`config.mk`:
```
export PLATFORM = sky130hd
export DESIGN_NAME = irc_top
export DESIGN_NICKNAME = d
export VERILOG_FILES = /design/src/core/irc_pkg.sv /design/src/core/irc_top.sv
export SDC_FILE = /design/constraint.sdc
export NUM_CORES = 1
export LEC_CHECK = 0
export ABC_CLOCK_PERIOD_IN_PS = 13200
export BUFFER_PORTS_ARGS = -buffer_cell sky130_fd_sc_hd__buf_2
export CORE_ASPECT_RATIO = 1.5
export CORE_MARGIN = 10
export CORE_UTILIZATION = 45
export CTS_BUF_LIST = sky130_fd_sc_hd__clkbuf_4
export DETAILED_ROUTE_END_ITERATION = 10
export SYNTH_ARGS = -nofsm -noshare
export SYNTH_HDL_FRONTEND = slang
export SYNTH_SLANG_ARGS = --single-unit
```
`constraint.sdc`:
```
create_clock -name i_clk -period 13.2 [get_ports i_clk]
set_clock_uncertainty 0.1 [all_clocks]
set_input_delay 1.32 -clock i_clk [delete_from_list [all_inputs] [get_ports i_clk]]
set_output_delay 1.32 -clock i_clk [all_outputs]
set_load 0.01 [all_outputs]
```
`src/core/irc_pkg.sv`:
```
// Package of the interrupt request controller: register map, fields, resets.
// Assumes a 25 MHz peripheral clock and an APB master with 32-bit data.
package irc_pkg;
  localparam int NSRC   = 16;  // Peripheral 4, pins 8, software 1, event link 3
  localparam int NPER   = 4;
  localparam int NPIN   = 8;
  localparam int SRC_PIN0 = 4;
  localparam int SRC_SW   = 12;
  localparam int SRC_EL0  = 13;
  localparam int NEL    = 3;
  localparam int PRIW   = 4;
  localparam int IDW    = 4;
  localparam int FILT_LEN = 3;  // Stored samples; these and the current sample, four in all, must agree

  // Byte offsets
  localparam logic [7:0] OFF_PEND  = 8'h00;  // Pending requests, write one clears edges
  localparam logic [7:0] OFF_ENA   = 8'h04;  // Source enables
  localparam logic [7:0] OFF_TRIG  = 8'h08;  // Pin trigger modes, 2 bits per pin
  localparam logic [7:0] OFF_FILT  = 8'h0c;  // Pin filter enables [7:0], nmi filter [8], nmi edge [9]
  localparam logic [7:0] OFF_SWI   = 8'h10;  // Software trigger
  localparam logic [7:0] OFF_FAST  = 8'h14;  // [4] valid, [3:0] source
  localparam logic [7:0] OFF_XFER  = 8'h18;  // Transfer start select [15:0], engine [31:16]
  localparam logic [7:0] OFF_PRI0  = 8'h1c;  // Priorities sources 0-7
  localparam logic [7:0] OFF_PRI1  = 8'h20;  // Priorities sources 8-15
  localparam logic [7:0] OFF_ACT   = 8'h24;  // Presented id [3:0], valid [4], fast [5]
  localparam logic [7:0] OFF_ISTAT = 8'h28;  // Sticky events: [0] nmi, [1] request, [2] wake
  localparam logic [7:0] OFF_IMASK = 8'h2c;
  localparam logic [7:0] OFF_PWR   = 8'h30;  // [0] sleep, [1] standby

  localparam logic [1:0] TRIG_LOW  = 2'h0;
  localparam logic [1:0] TRIG_FALL = 2'h1;
  localparam logic [1:0] TRIG_RISE = 2'h2;
  localparam logic [1:0] TRIG_BOTH = 2'h3;

  localparam logic [31:0] RST_ZERO = 32'h0000_0000;
  localparam logic [NPER-1:0] PER_EDGE = 4'h3;  // Sources 0,1 edge; 2,3 level

  typedef struct packed {
    logic [IDW-1:0] id;
    logic           valid;
    logic           fast;
  } irc_req_t;
endpackage : irc_pkg

```
`src/core/irc_top.sv`:
```
// Interrupt request controller: source detection, priority, fast and transfer routing.
// Assumes synchronous inputs, an APB master and peripheral requests held as levels.
//
// Register access over APB and the placing of the registers were decided locally.
`timescale 1ns/1ps
`default_nettype none
module irc_top import irc_pkg::*; (
  input  wire logic            i_clk,      // 25 MHz clock
  input  wire logic            i_rst_n,    // Async reset, active low
  input  wire logic            i_psel,     // APB select
  input  wire logic            i_penable,  // APB enable
  input  wire logic            i_pwrite,   // APB write
  input  wire logic [7:0]      i_paddr,    // APB address
  input  wire logic [31:0]     i_pwdata,   // APB write data
  output logic      [31:0]     o_prdata,   // APB read data
  output logic                 o_pready,   // APB ready
  output logic                 o_pslverr,  // APB error
  input  wire logic [NPER-1:0] i_per_req,  // Peripheral requests
  input  wire logic [NPIN-1:0] i_ext_pin,  // External request pins
  input  wire logic [NEL-1:0]  i_el_evt,   // Event router requests
  input  wire logic            i_nmi_pin,  // Non-maskable pin
  input  wire logic            i_rtc_alarm,// Clock alarm or periodic
  input  wire logic            i_ack,      // Core takes presented request
  output irc_req_t             o_req,      // Request to core
  output logic                 o_nmi,      // Non-maskable request
  output logic [NSRC-1:0]      o_xfer_start, // Transfer unit start pulses
  output logic [NSRC-1:0]      o_dme_start,  // Memory engine start pulses
  output logic                 o_wake,     // Wake from low power
  output logic                 o_irq       // Summary interrupt
);
  ////////////////////////////////////////////////////////////////////////////
  // Reset release
  // Assert at once, release through two stages so no flop sees a runt edge
  logic rst_s1_ff, rst_ff;
  always_ff @(posedge i_clk or negedge i_rst_n) begin
    if (!i_rst_n) begin
      rst_s1_ff <= 1'b0;
      rst_ff    <= 1'b0;
    end else begin
      rst_s1_ff <= 1'b1;
      rst_ff    <= rst_s1_ff;
    end
  end
  wire rst_n = rst_ff;

  ////////////////////////////////////////////////////////////////////////////
  // Registers
  logic [NSRC-1:0] ena_ff, xsel_ff, dsel_ff, pend_ff;
  logic [15:0]     trig_ff;
  logic [9:0]      filt_ff;
  logic [4:0]      fast_ff;
  logic [31:0]     pri0_ff, pri1_ff;
  logic [2:0]      istat_ff, imask_ff;
  logic [1:0]      pwr_ff;
  logic [31:0]     rdata;

  wire wr      = i_psel && i_penable && i_pwrite;
  wire rd      = i_psel && !i_penable && !i_pwrite;  // Read setup, data fetched here
  wire hit     = (i_paddr <= OFF_PWR) && (i_paddr[1:0] == 2'h0);
  wire wr_pend = wr && i_paddr == OFF_PEND;
  wire wr_swi  = wr && i_paddr == OFF_SWI;
  wire wr_ist  = wr && i_paddr == OFF_ISTAT;

  // Register writes
  always_ff @(posedge i_clk or negedge rst_n) begin
    if (!rst_n) begin
      ena_ff <= RST_ZERO[NSRC-1:0];
      xsel_ff <= RST_ZERO[NSRC-1:0];
      dsel_ff <= RST_ZERO[NSRC-1:0];
      trig_ff <= RST_ZERO[15:0];
      filt_ff <= RST_ZERO[9:0];
      fast_ff <= RST_ZERO[4:0];
      pri0_ff <= RST_ZERO;
      pri1_ff <= RST_ZERO;
      imask_ff <= RST_ZERO[2:0];
      pwr_ff <= RST_ZERO[1:0];
    end else if (wr) begin
      case (i_paddr)
        OFF_ENA:   ena_ff   <= i_pwdata[NSRC-1:0];
        OFF_TRIG:  trig_ff  <= i_pwdata[15:0];
        OFF_FILT:  filt_ff  <= i_pwdata[9:0];
        OFF_FAST:  fast_ff  <= i_pwdata[4:0];   // single id field
        OFF_XFER: begin
          xsel_ff <= i_pwdata[15:0];
          dsel_ff <= i_pwdata[31:16];
        end
        OFF_PRI0:  pri0_ff  <= i_pwdata;
        OFF_PRI1:  pri1_ff  <= i_pwdata;
        OFF_IMASK: imask_ff <= i_pwdata[2:0];
        OFF_PWR:   pwr_ff   <= i_pwdata[1:0];
        default: ;
      endcase
    end
  end

  ////////////////////////////////////////////////////////////////////////////
  // Pin filters and detection, plus nmi on index NPIN
  logic [NPIN:0] filt_q_ff, prev_ff;
  wire  [NPIN:0] raw = {i_nmi_pin, i_ext_pin};
  wire  [NPIN:0] pin_evt;
  genvar g;
  generate
    for (g = 0; g <= NPIN; g++) begin : g_pin
      logic [FILT_LEN-1:0] sh_ff;
      wire all1 = &{sh_ff, raw[g]};
      wire all0 = ~|{sh_ff, raw[g]};
      // Filter takes a level only when it has held for several samples
      // Reset to the idle high level so that release shows no false edge
      always_ff @(posedge i_clk or negedge rst_n) begin
        if (!rst_n) begin
          sh_ff <= {FILT_LEN{1'b1}};
          filt_q_ff[g] <= 1'b1;
          prev_ff[g] <= 1'b1;
        end else begin
          sh_ff <= {sh_ff[FILT_LEN-2:0], raw[g]};
          if (!filt_ff[g == NPIN ? 8 : g]) filt_q_ff[g] <= raw[g];
          else if (all1) filt_q_ff[g] <= 1'b1;
          else if (all0) filt_q_ff[g] <= 1'b0;
          prev_ff[g] <= filt_q_ff[g];
        end
      end
      wire rise = filt_q_ff[g] && !prev_ff[g];
      wire fall = !filt_q_ff[g] && prev_ff[g];
      if (g < NPIN) begin : g_ext
        wire [1:0] m = trig_ff[2*g+1:2*g];
        assign pin_evt[g] = (m == TRIG_LOW)  ? !filt_q_ff[g] :
                            (m == TRIG_FALL) ? fall :
                            (m == TRIG_RISE) ? rise : (rise | fall);
      end else begin : g_nmi
        // Nmi uses its own edge select, never a level
        assign pin_evt[g] = filt_ff[9] ? rise : fall;
      end
    end
  endgenerate

  ////////////////////////////////////////////////////////////////////////////
  // Source requests; level sources follow the input, edge sources latch
  logic [NPER-1:0] per_prev_ff;
  logic            nmi_ff;
  wire  [NSRC-1:0] set_evt = {i_el_evt, wr_swi, pin_evt[NPIN-1:0],
                              i_per_req & ~per_prev_ff};
  wire  [NSRC-1:0] is_lvl;
  assign is_lvl[NPER-1:0] = ~PER_EDGE;
  generate
    for (g = 0; g < NPIN; g++) begin : g_lvl
      assign is_lvl[SRC_PIN0+g] = (trig_ff[2*g+1:2*g] == TRIG_LOW);
    end
  endgenerate
  assign is_lvl[NSRC-1:SRC_SW] = '0;
  wire [NSRC-1:0] lvl_val = {{(NSRC-SRC_PIN0){1'b0}}, i_per_req} |
                            {{(NSRC-SRC_PIN0-NPIN){1'b0}}, pin_evt[NPIN-1:0], 4'h0};

  // Winner-take clear on ack or start; set wins over write-one clear
  wire [NSRC-1:0] take;
  wire [NSRC-1:0] clr = (wr_pend ? i_pwdata[NSRC-1:0] : '0) | take;
  wire [NSRC-1:0] nxt_pend = (is_lvl & lvl_val) | (~is_lvl & ((pend_ff & ~clr) | set_evt));
  always_ff @(posedge i_clk or negedge rst_n) begin
    if (!rst_n) begin
      pend_ff <= RST_ZERO[NSRC-1:0];
      per_prev_ff <= RST_ZERO[NPER-1:0];
    end else begin
      pend_ff <= nxt_pend;
      per_prev_ff <= i_per_req;
    end
  end

  ////////////////////////////////////////////////////////////////////////////
  // Priority search over enabled core-routed sources
  wire [NSRC-1:0] act = pend_ff & ena_ff & ~xsel_ff;
  wire [63:0]     pri_all = {pri1_ff, pri0_ff};
  logic [IDW-1:0]  best_id;
  logic [PRIW-1:0] best_pri;
  logic            best_v;
  always_comb begin
    best_id = '0;
    best_pri = '0;
    best_v = 1'b0;
    for (int i = NSRC-1; i >= 0; i--) begin
      if (act[i] && (!best_v || pri_all[i*PRIW +: PRIW] >= best_pri)) begin
        best_id = IDW'(i);
        best_pri = pri_all[i*PRIW +: PRIW];
        best_v = 1'b1;
      end
    end
  end
  // Independent view of the search: any enabled rival that beats the winner
  wire [NSRC-1:0] outrank;
  for (g = 0; g < NSRC; g++) begin : g_rank
    assign outrank[g] = act[g] && ((pri_all[g*PRIW +: PRIW] > best_pri) ||
                        (pri_all[g*PRIW +: PRIW] == best_pri && IDW'(g) < best_id));
  end

  // A fired start clears an edge source on the next edge, so each routed edge event
  // yields one pulse on whichever engine it selects; a core take and a
  // start may fall in one cycle and both must clear.
  wire [NSRC-1:0] started = o_xfer_start | o_dme_start;
  assign take = ((i_ack && o_req.valid) ? (NSRC'(1) << o_req.id) : '0) | started;

  ////////////////////////////////////////////////////////////////////////////
  // Outputs
  wire [NSRC-1:0] xs = pend_ff & ena_ff & xsel_ff & ~started;
  wire wake_std = nmi_ff || |(pend_ff[SRC_PIN0 +: NPIN] & ena_ff[SRC_PIN0 +: NPIN]) || i_rtc_alarm;
  wire wake_slp = nmi_ff || |(pend_ff & ena_ff);
  wire nxt_wake = pwr_ff[1] ? wake_std : pwr_ff[0] ? wake_slp : 1'b0;
  // Sticky status; an event in the cycle of a write-one clear wins
  wire [2:0] nxt_ist = (istat_ff & ~(wr_ist ? i_pwdata[2:0] : 3'h0))
                     | {nxt_wake, best_v, pin_evt[NPIN]};
  always_ff @(posedge i_clk or negedge rst_n) begin
    if (!rst_n) begin
      o_req <= '0;
      o_nmi <= 1'b0;
      nmi_ff <= 1'b0;
      o_xfer_start <= '0;
      o_dme_start <= '0;
      o_wake <= 1'b0;
      istat_ff <= RST_ZERO[2:0];
      o_irq <= 1'b0;
      o_prdata <= RST_ZERO;
    end else begin
      o_req.id <= best_id;
      o_req.valid <= best_v && !(i_ack && o_req.valid);
      o_req.fast <= fast_ff[4] && fast_ff[3:0] == best_id;
      nmi_ff <= pin_evt[NPIN] | (nmi_ff & !(wr_pend && i_pwdata[16]));
      o_nmi <= nmi_ff;
      o_xfer_start <= xs & ~dsel_ff;
      o_dme_start <= xs & dsel_ff;
      o_wake <= nxt_wake;
      istat_ff <= nxt_ist;
      o_irq <= |(nxt_ist & imask_ff);
      o_prdata <= rd ? rdata : RST_ZERO;
    end
  end

  // Read mux, caught into o_prdata at the setup edge so it stands with pready
  always_comb begin
    case (i_paddr)
      OFF_PEND:  rdata = {15'h0, nmi_ff, pend_ff};
      OFF_ENA:   rdata = {16'h0, ena_ff};
      OFF_TRIG:  rdata = {16'h0, trig_ff};
      OFF_FILT:  rdata = {22'h0, filt_ff};
      OFF_FAST:  rdata = {27'h0, fast_ff};
      OFF_XFER:  rdata = {dsel_ff, xsel_ff};
      OFF_PRI0:  rdata = pri0_ff;
      OFF_PRI1:  rdata = pri1_ff;
      OFF_ACT:   rdata = {26'h0, o_req.fast, o_req.valid, o_req.id};
      OFF_ISTAT: rdata = {29'h0, istat_ff};
      OFF_IMASK: rdata = {29'h0, imask_ff};
      OFF_PWR:   rdata = {30'h0, pwr_ff};
      default:   rdata = RST_ZERO;
    endcase
  end

  // Zero-wait slave, error on unmapped address
  always_ff @(posedge i_clk or negedge rst_n) begin
    if (!rst_n) begin
      o_pready <= 1'b0;
      o_pslverr <= 1'b0;
    end else begin
      o_pready <= i_psel && !i_penable;
      o_pslverr <= i_psel && !i_penable && !hit;
    end
  end

  // Assertions
  a_fast_match: assert property (@(posedge i_clk) disable iff (!rst_n)
    o_req.fast |-> $past(fast_ff[4]) && $past(fast_ff[3:0]) == o_req.id)
    else $error("fast flag on wrong source");
  a_start_excl: assert property (@(posedge i_clk) disable iff (!rst_n)
    !(|(o_xfer_start & o_dme_start))) else $error("double start");
  a_swi_sets: assert property (@(posedge i_clk) disable iff (!rst_n)
    wr_swi |=> pend_ff[SRC_SW]) else $error("software source not raised");
  a_nmi_flag: assert property (@(posedge i_clk) disable iff (!rst_n)
    pin_evt[NPIN] |-> ##2 o_nmi) else $error("nmi missed");
  a_stby_wake: assert property (@(posedge i_clk) disable iff (!rst_n)
    (pwr_ff[1] && !wake_std) |=> !o_wake) else $error("bad standby wake");
  a_slp_wake: assert property (@(posedge i_clk) disable iff (!rst_n)
    (pwr_ff == 2'h1 && nmi_ff) |=> o_wake) else $error("sleep wake missed");
  a_prio_win: assert property (@(posedge i_clk) disable iff (!rst_n)
    best_v |-> act[best_id]) else $error("winner not pending");
  a_lvl_follow: assert property (@(posedge i_clk) disable iff (!rst_n)
    i_per_req[2] |=> pend_ff[2]) else $error("level source lost");

  // Checks against an independent view of pending, pin level, routing, priority, nmi and wake
  a_edge_hold: assert property (@(posedge i_clk) disable iff (!rst_n)
    (pend_ff[0] && !take[0] && !(wr_pend && i_pwdata[0])) |=> pend_ff[0])
    else $error("edge source lost before clear");
  a_pin_low: assert property (@(posedge i_clk) disable iff (!rst_n)
    (is_lvl[SRC_PIN0] && !filt_q_ff[0]) |=> pend_ff[SRC_PIN0])
    else $error("low level pin not pending");
  a_start_once: assert property (@(posedge i_clk) disable iff (!rst_n)
    (|started) |=> ((started & $past(started)) == '0))
    else $error("start pulse repeated");
  a_xfer_no_core: assert property (@(posedge i_clk) disable iff (!rst_n)
    o_req.valid |-> (($past(xsel_ff) & (NSRC'(1) << o_req.id)) == '0))
    else $error("routed source shown to core");
  a_prio_max: assert property (@(posedge i_clk) disable iff (!rst_n)
    (|act) |-> (best_v && outrank == '0))
    else $error("winner outranked");
  a_nmi_clear: assert property (@(posedge i_clk) disable iff (!rst_n)
    (wr_pend && i_pwdata[16] && !pin_evt[NPIN]) |=> !nmi_ff)
    else $error("nmi not cleared");
  a_nmi_hold: assert property (@(posedge i_clk) disable iff (!rst_n)
    (nmi_ff && !(wr_pend && i_pwdata[16])) |=> nmi_ff)
    else $error("nmi flag dropped");
  a_stby_alarm: assert property (@(posedge i_clk) disable iff (!rst_n)
    (pwr_ff[1] && i_rtc_alarm) |=> o_wake)
    else $error("alarm wake missed");
endmodule : irc_top
`default_nettype wire

```
==> impl_metrics.yaml <==
yosys:
  synth_warnings: 0
  synth-seq-area-share_pct: 49.4
  ys_ff_latch: 292
  syn_inst: 1374
  synth.avg_cell_area_um2: 10.8
  asyncSetResetFlopFracSynth_pct: 100
  synth_enable_flop_cells: 0
  synth_area_mm2: 0.0149
  syn_nets: 1505
  synth_cell_types: 77
  synth-main-ff-cell: "dfrtp_1"
clocking:
  cts.path.max_buffers: 3
  cts_made_buffers: 75
  cts_root_buffer: "clkbuf_4"
  clk-insertion-delay-late_ns: 0.76
  hold_buffers: 0
  clkTransAtPathRegs_ns: 0.07
  htreeDepth: 3
  cts_tree: "yes"
  cts.sinks: 292
timing:
  hold_violations: 0
  relSlewSlack_pct: 22.1
  fmax_mhz: 46.6
  post-route-min-period_ns: 21.48
  min_period_over_period_pct: 163
  fin_ws_ns: -8.28
  maxSlewViolCount: 0
  rsz0062_at_grt: "yes"
  setup_viol: 5
  tightestPinTransition_ns: 1.16
floorplan:
  coreArea_mm2: 0.0326
  die_w_um: 169
  ios: 138
  start_util_pct: 45.6
  dieArea_mm2: 0.0409
  rows: 81
  die_h_um: 243
power:
  ir_worst_vdd_mv: 0.0928
  switching_share_pct: 26.3
  p_leak_nw: 9.31
  power_density_mw_per_mm2: 98.2
  combPwrFrac_pct: 8.9
  power_switching_uw: 496
  p_clk_share_pct: 40.9
  seqPwrFrac_pct: 50.2
  p_int_mw: 1.39
run_status:
  violations: "setup timing"
  outcome: "complete, but fails checks"
cells_and_area:
  drive_gt1_share_pct: 44.2
  fin_util_pct: 58.9
  syn2layout_area_growth_pct: 29.1
  fin_cells: 2240
  layout.nets: 1898
place:
  io_buffers: 137
  place_congestion: 0.919
  dp_hpwl_um: 39600
  dp_cells: 2079
  preCtsSetupSlack_ns: -8.54
grt:
  grt_pass1_wl_um: 79600
  grt_max_degree: 173
  antenna_found_initial: 2
  overflow: 0
  grt_usage_pct: 25.1
  grt_pass1_vias: 13494
routing:
  drt_iter0_drc: 886
  routed_wl_um: 52600
  antenna_left: 0
  drc: 0
  first_pass_iters: 7
  vias_per_cell: 5.88
  num_vias: 13178
  wl_per_cell_um: 23.5
critical_path:
  slowest_delay_ns: 0.41
  crit_type: "flip-flop to flip-flop"
  crit_required_ns: 13.74
  endpoint_kind: "flip-flop"
  critPathSlowestCell: "o41ai_4"
  path_max_fanout: 8
  crit_path_start_kind: "flip-flop"
  crit_arrival_ns: 22.02
worst_hold_path:
  hp-class: "flip-flop to flip-flop"
job:
  cap_viol_max_count: 0
## layer usage
metal / vias to the layer above / routed length, um / track usage [%]
li1: 5950 / - / -
met1: 6602 / 19800 / 27.8
met2: 483 / 26900 / 44.0
met3: 143 / 3070 / 5.24
met4: 0 / 2880 / 13.0
met5: - / 0 / 0
## state kept, by name, summed over array words and instances (netlist names), 2 cells and up
| register | count |
|---|---|
| pwr_ff | 2 |
| xsel_ff | 16 |
| pri1_ff | 32 |
| istat_ff | 3 |
| pend_ff | 15 |
| filt_ff | 10 |
| o_prdata | 32 |
| imask_ff | 3 |
| per_prev_ff | 3 |
| g_pin.sh_ff | 27 |
| trig_ff | 16 |
| o_dme_start | 16 |
| o_xfer_start | 16 |
| pri0_ff | 32 |
| fast_ff | 5 |
| o_req | 6 |
| filt_q_ff | 9 |
| prev_ff | 9 |
| ena_ff | 16 |
| dsel_ff | 16 |
## synth_stat cells (7+ instances only)
| library cell | number | area (um2) |
|---|---|---|
| a31oi_1 | 32 | 200 |
| and2_1 | 8 | 50.1 |
| nand4_1 | 16 | 100 |
| nor4_1 | 8 | 50.1 |
| nor3_1 | 27 | 135 |
| nand3_1 | 18 | 90.1 |
| a221oi_1 | 12 | 105 |
| mux2_2 | 153 | 1720 |
| o21a_1 | 8 | 60.1 |
| nor2_1 | 115 | 432 |
| nand2_1 | 108 | 405 |
| and3_1 | 9 | 56.3 |
| mux2i_1 | 16 | 160 |
| nand2b_1 | 17 | 106 |
| a222oi_1 | 24 | 240 |
| dfrtp_1 | 247 | 6180 |
| buf_1 | 9 | 33.8 |
| and3b_1 | 8 | 70.1 |
| a32o_1 | 9 | 90.1 |
| a211oi_1 | 13 | 97.6 |
| o31ai_1 | 7 | 52.6 |
| a21o_1 | 16 | 120 |
| nand3b_1 | 8 | 60.1 |
| nor2b_1 | 8 | 50.1 |
| ha_1 | 68 | 851 |
| a21oi_1 | 54 | 270 |
| o21ai_0 | 69 | 345 |
| or3_1 | 7 | 43.8 |
| a22oi_1 | 38 | 285 |
| dfstp_2 | 45 | 1180 |
| inv_1 | 68 | 255 |
| clkbuf_1 | 34 | 128 |
## cells by family after synthesis
logic type	share of synthesized area [%]
AOI/OAI and AO/OA	16.1
muxes	13.1
DFF	49.4
buffers and inverters	3.01
and+or+nand+nor	12.3
other	0.0252
adders and majority gates	5.92
xor gates and xnor gates	0.0588
## placed cells by master (no fill, tap or decap), types with 12 or more instances in the layout
master    synthesis  routed
dfstp_2          45      45
a22oi_1          38      36
a21oi_1          54      42
a222oi_1         24      24
nand2b_4          0      12
a21o_1           16      16
mux2_2          153     151
inv_1            68      66
o21ai_0          69      55
nor2_1          115     107
ha_1             68      58
a31oi_1          32      30
nand2_1         108     104
buf_2             1     137
nor3_1           27      23
buf_4             2     221
clkbuf_4          0     115
nand4_1          16      16
nand3_1          18      18
mux2i_1          16      16
dfrtp_1         247     246
## power by group through the flow
stage	logic, mW	registers, mW	clock network [mW]
after global routing	0.186	0.952	0.841
after floorplan	0.0760	0.967	0
after CTS	0.159	0.949	0.796
final	0.168	0.949	0.772
after global placement	0.155	0.964	0
after detailed placement	0.157	0.965	0
## final cells by class
type / instances / area, um2
Fill cell: 2956 / 13400
Multi-Input combinational cell: 967 / 7730
Sequential cell: 292 / 7370
Timing Repair Buffer: 363 / 2410
Clock buffer: 115 / 863
Tap cell: 415 / 519
Inverter: 68 / 255
Clock inverter: 17 / 76.3
Antenna cell: 3 / 7.51
## what timing repair did
action,4_1_cts,5_1_grt
gates cloned,0,0
buffers inserted,5,21
resized for setup,18,45
pin swaps,14,27
setup endpoints to repair,5,5
## critical path: cells and delay by family (launching register included)
kind	cells	cell delay, ns
DFF	1	0.37
and+or+nand+nor	32	4.40
adders and majority gates	18	4.49
buffers and inverters	6	0.75
muxes	6	1.99
AOI/OAI and AO/OA	54	9.29
## path summary, 6_finish.rpt
path	cells past startpoint	slack [ns]	start	endpoint
worst max-delay path	116	-8.28	xsel_ff[15]	o_req[0]
worst min-delay path	0	0.25	rst_s1_ff	rst_ff
worst max register to register	116	-8.28	xsel_ff[15]	o_req[0]
worst min register to register	0	0.25	rst_s1_ff	rst_ff
max in group asynchronous	1	11.27	rst_ff	o_prdata[16]
min in group asynchronous	1	0.26	i_rst_n	rst_ff
## metrics by stage
step | hold slack (ns) | total power [mW] | setup TNS (ns) | area, um2
4_1_cts | 0.183 | 1.90 | -39.73 | 18800
2_1_floorplan | 0.231 | 1.04 | -38.15 | 15300
3_5_place_dp | 0.244 | 1.12 | -41.22 | 17800
6_report | 0.252 | 1.89 | -40.03 | 19200
5_1_grt | 0.193 | 1.98 | -45.75 | 19200
3_3_place_gp | 0.236 | 1.12 | -39.40 | 17800
Note: power is estimated with default switching activity, not from simulation.
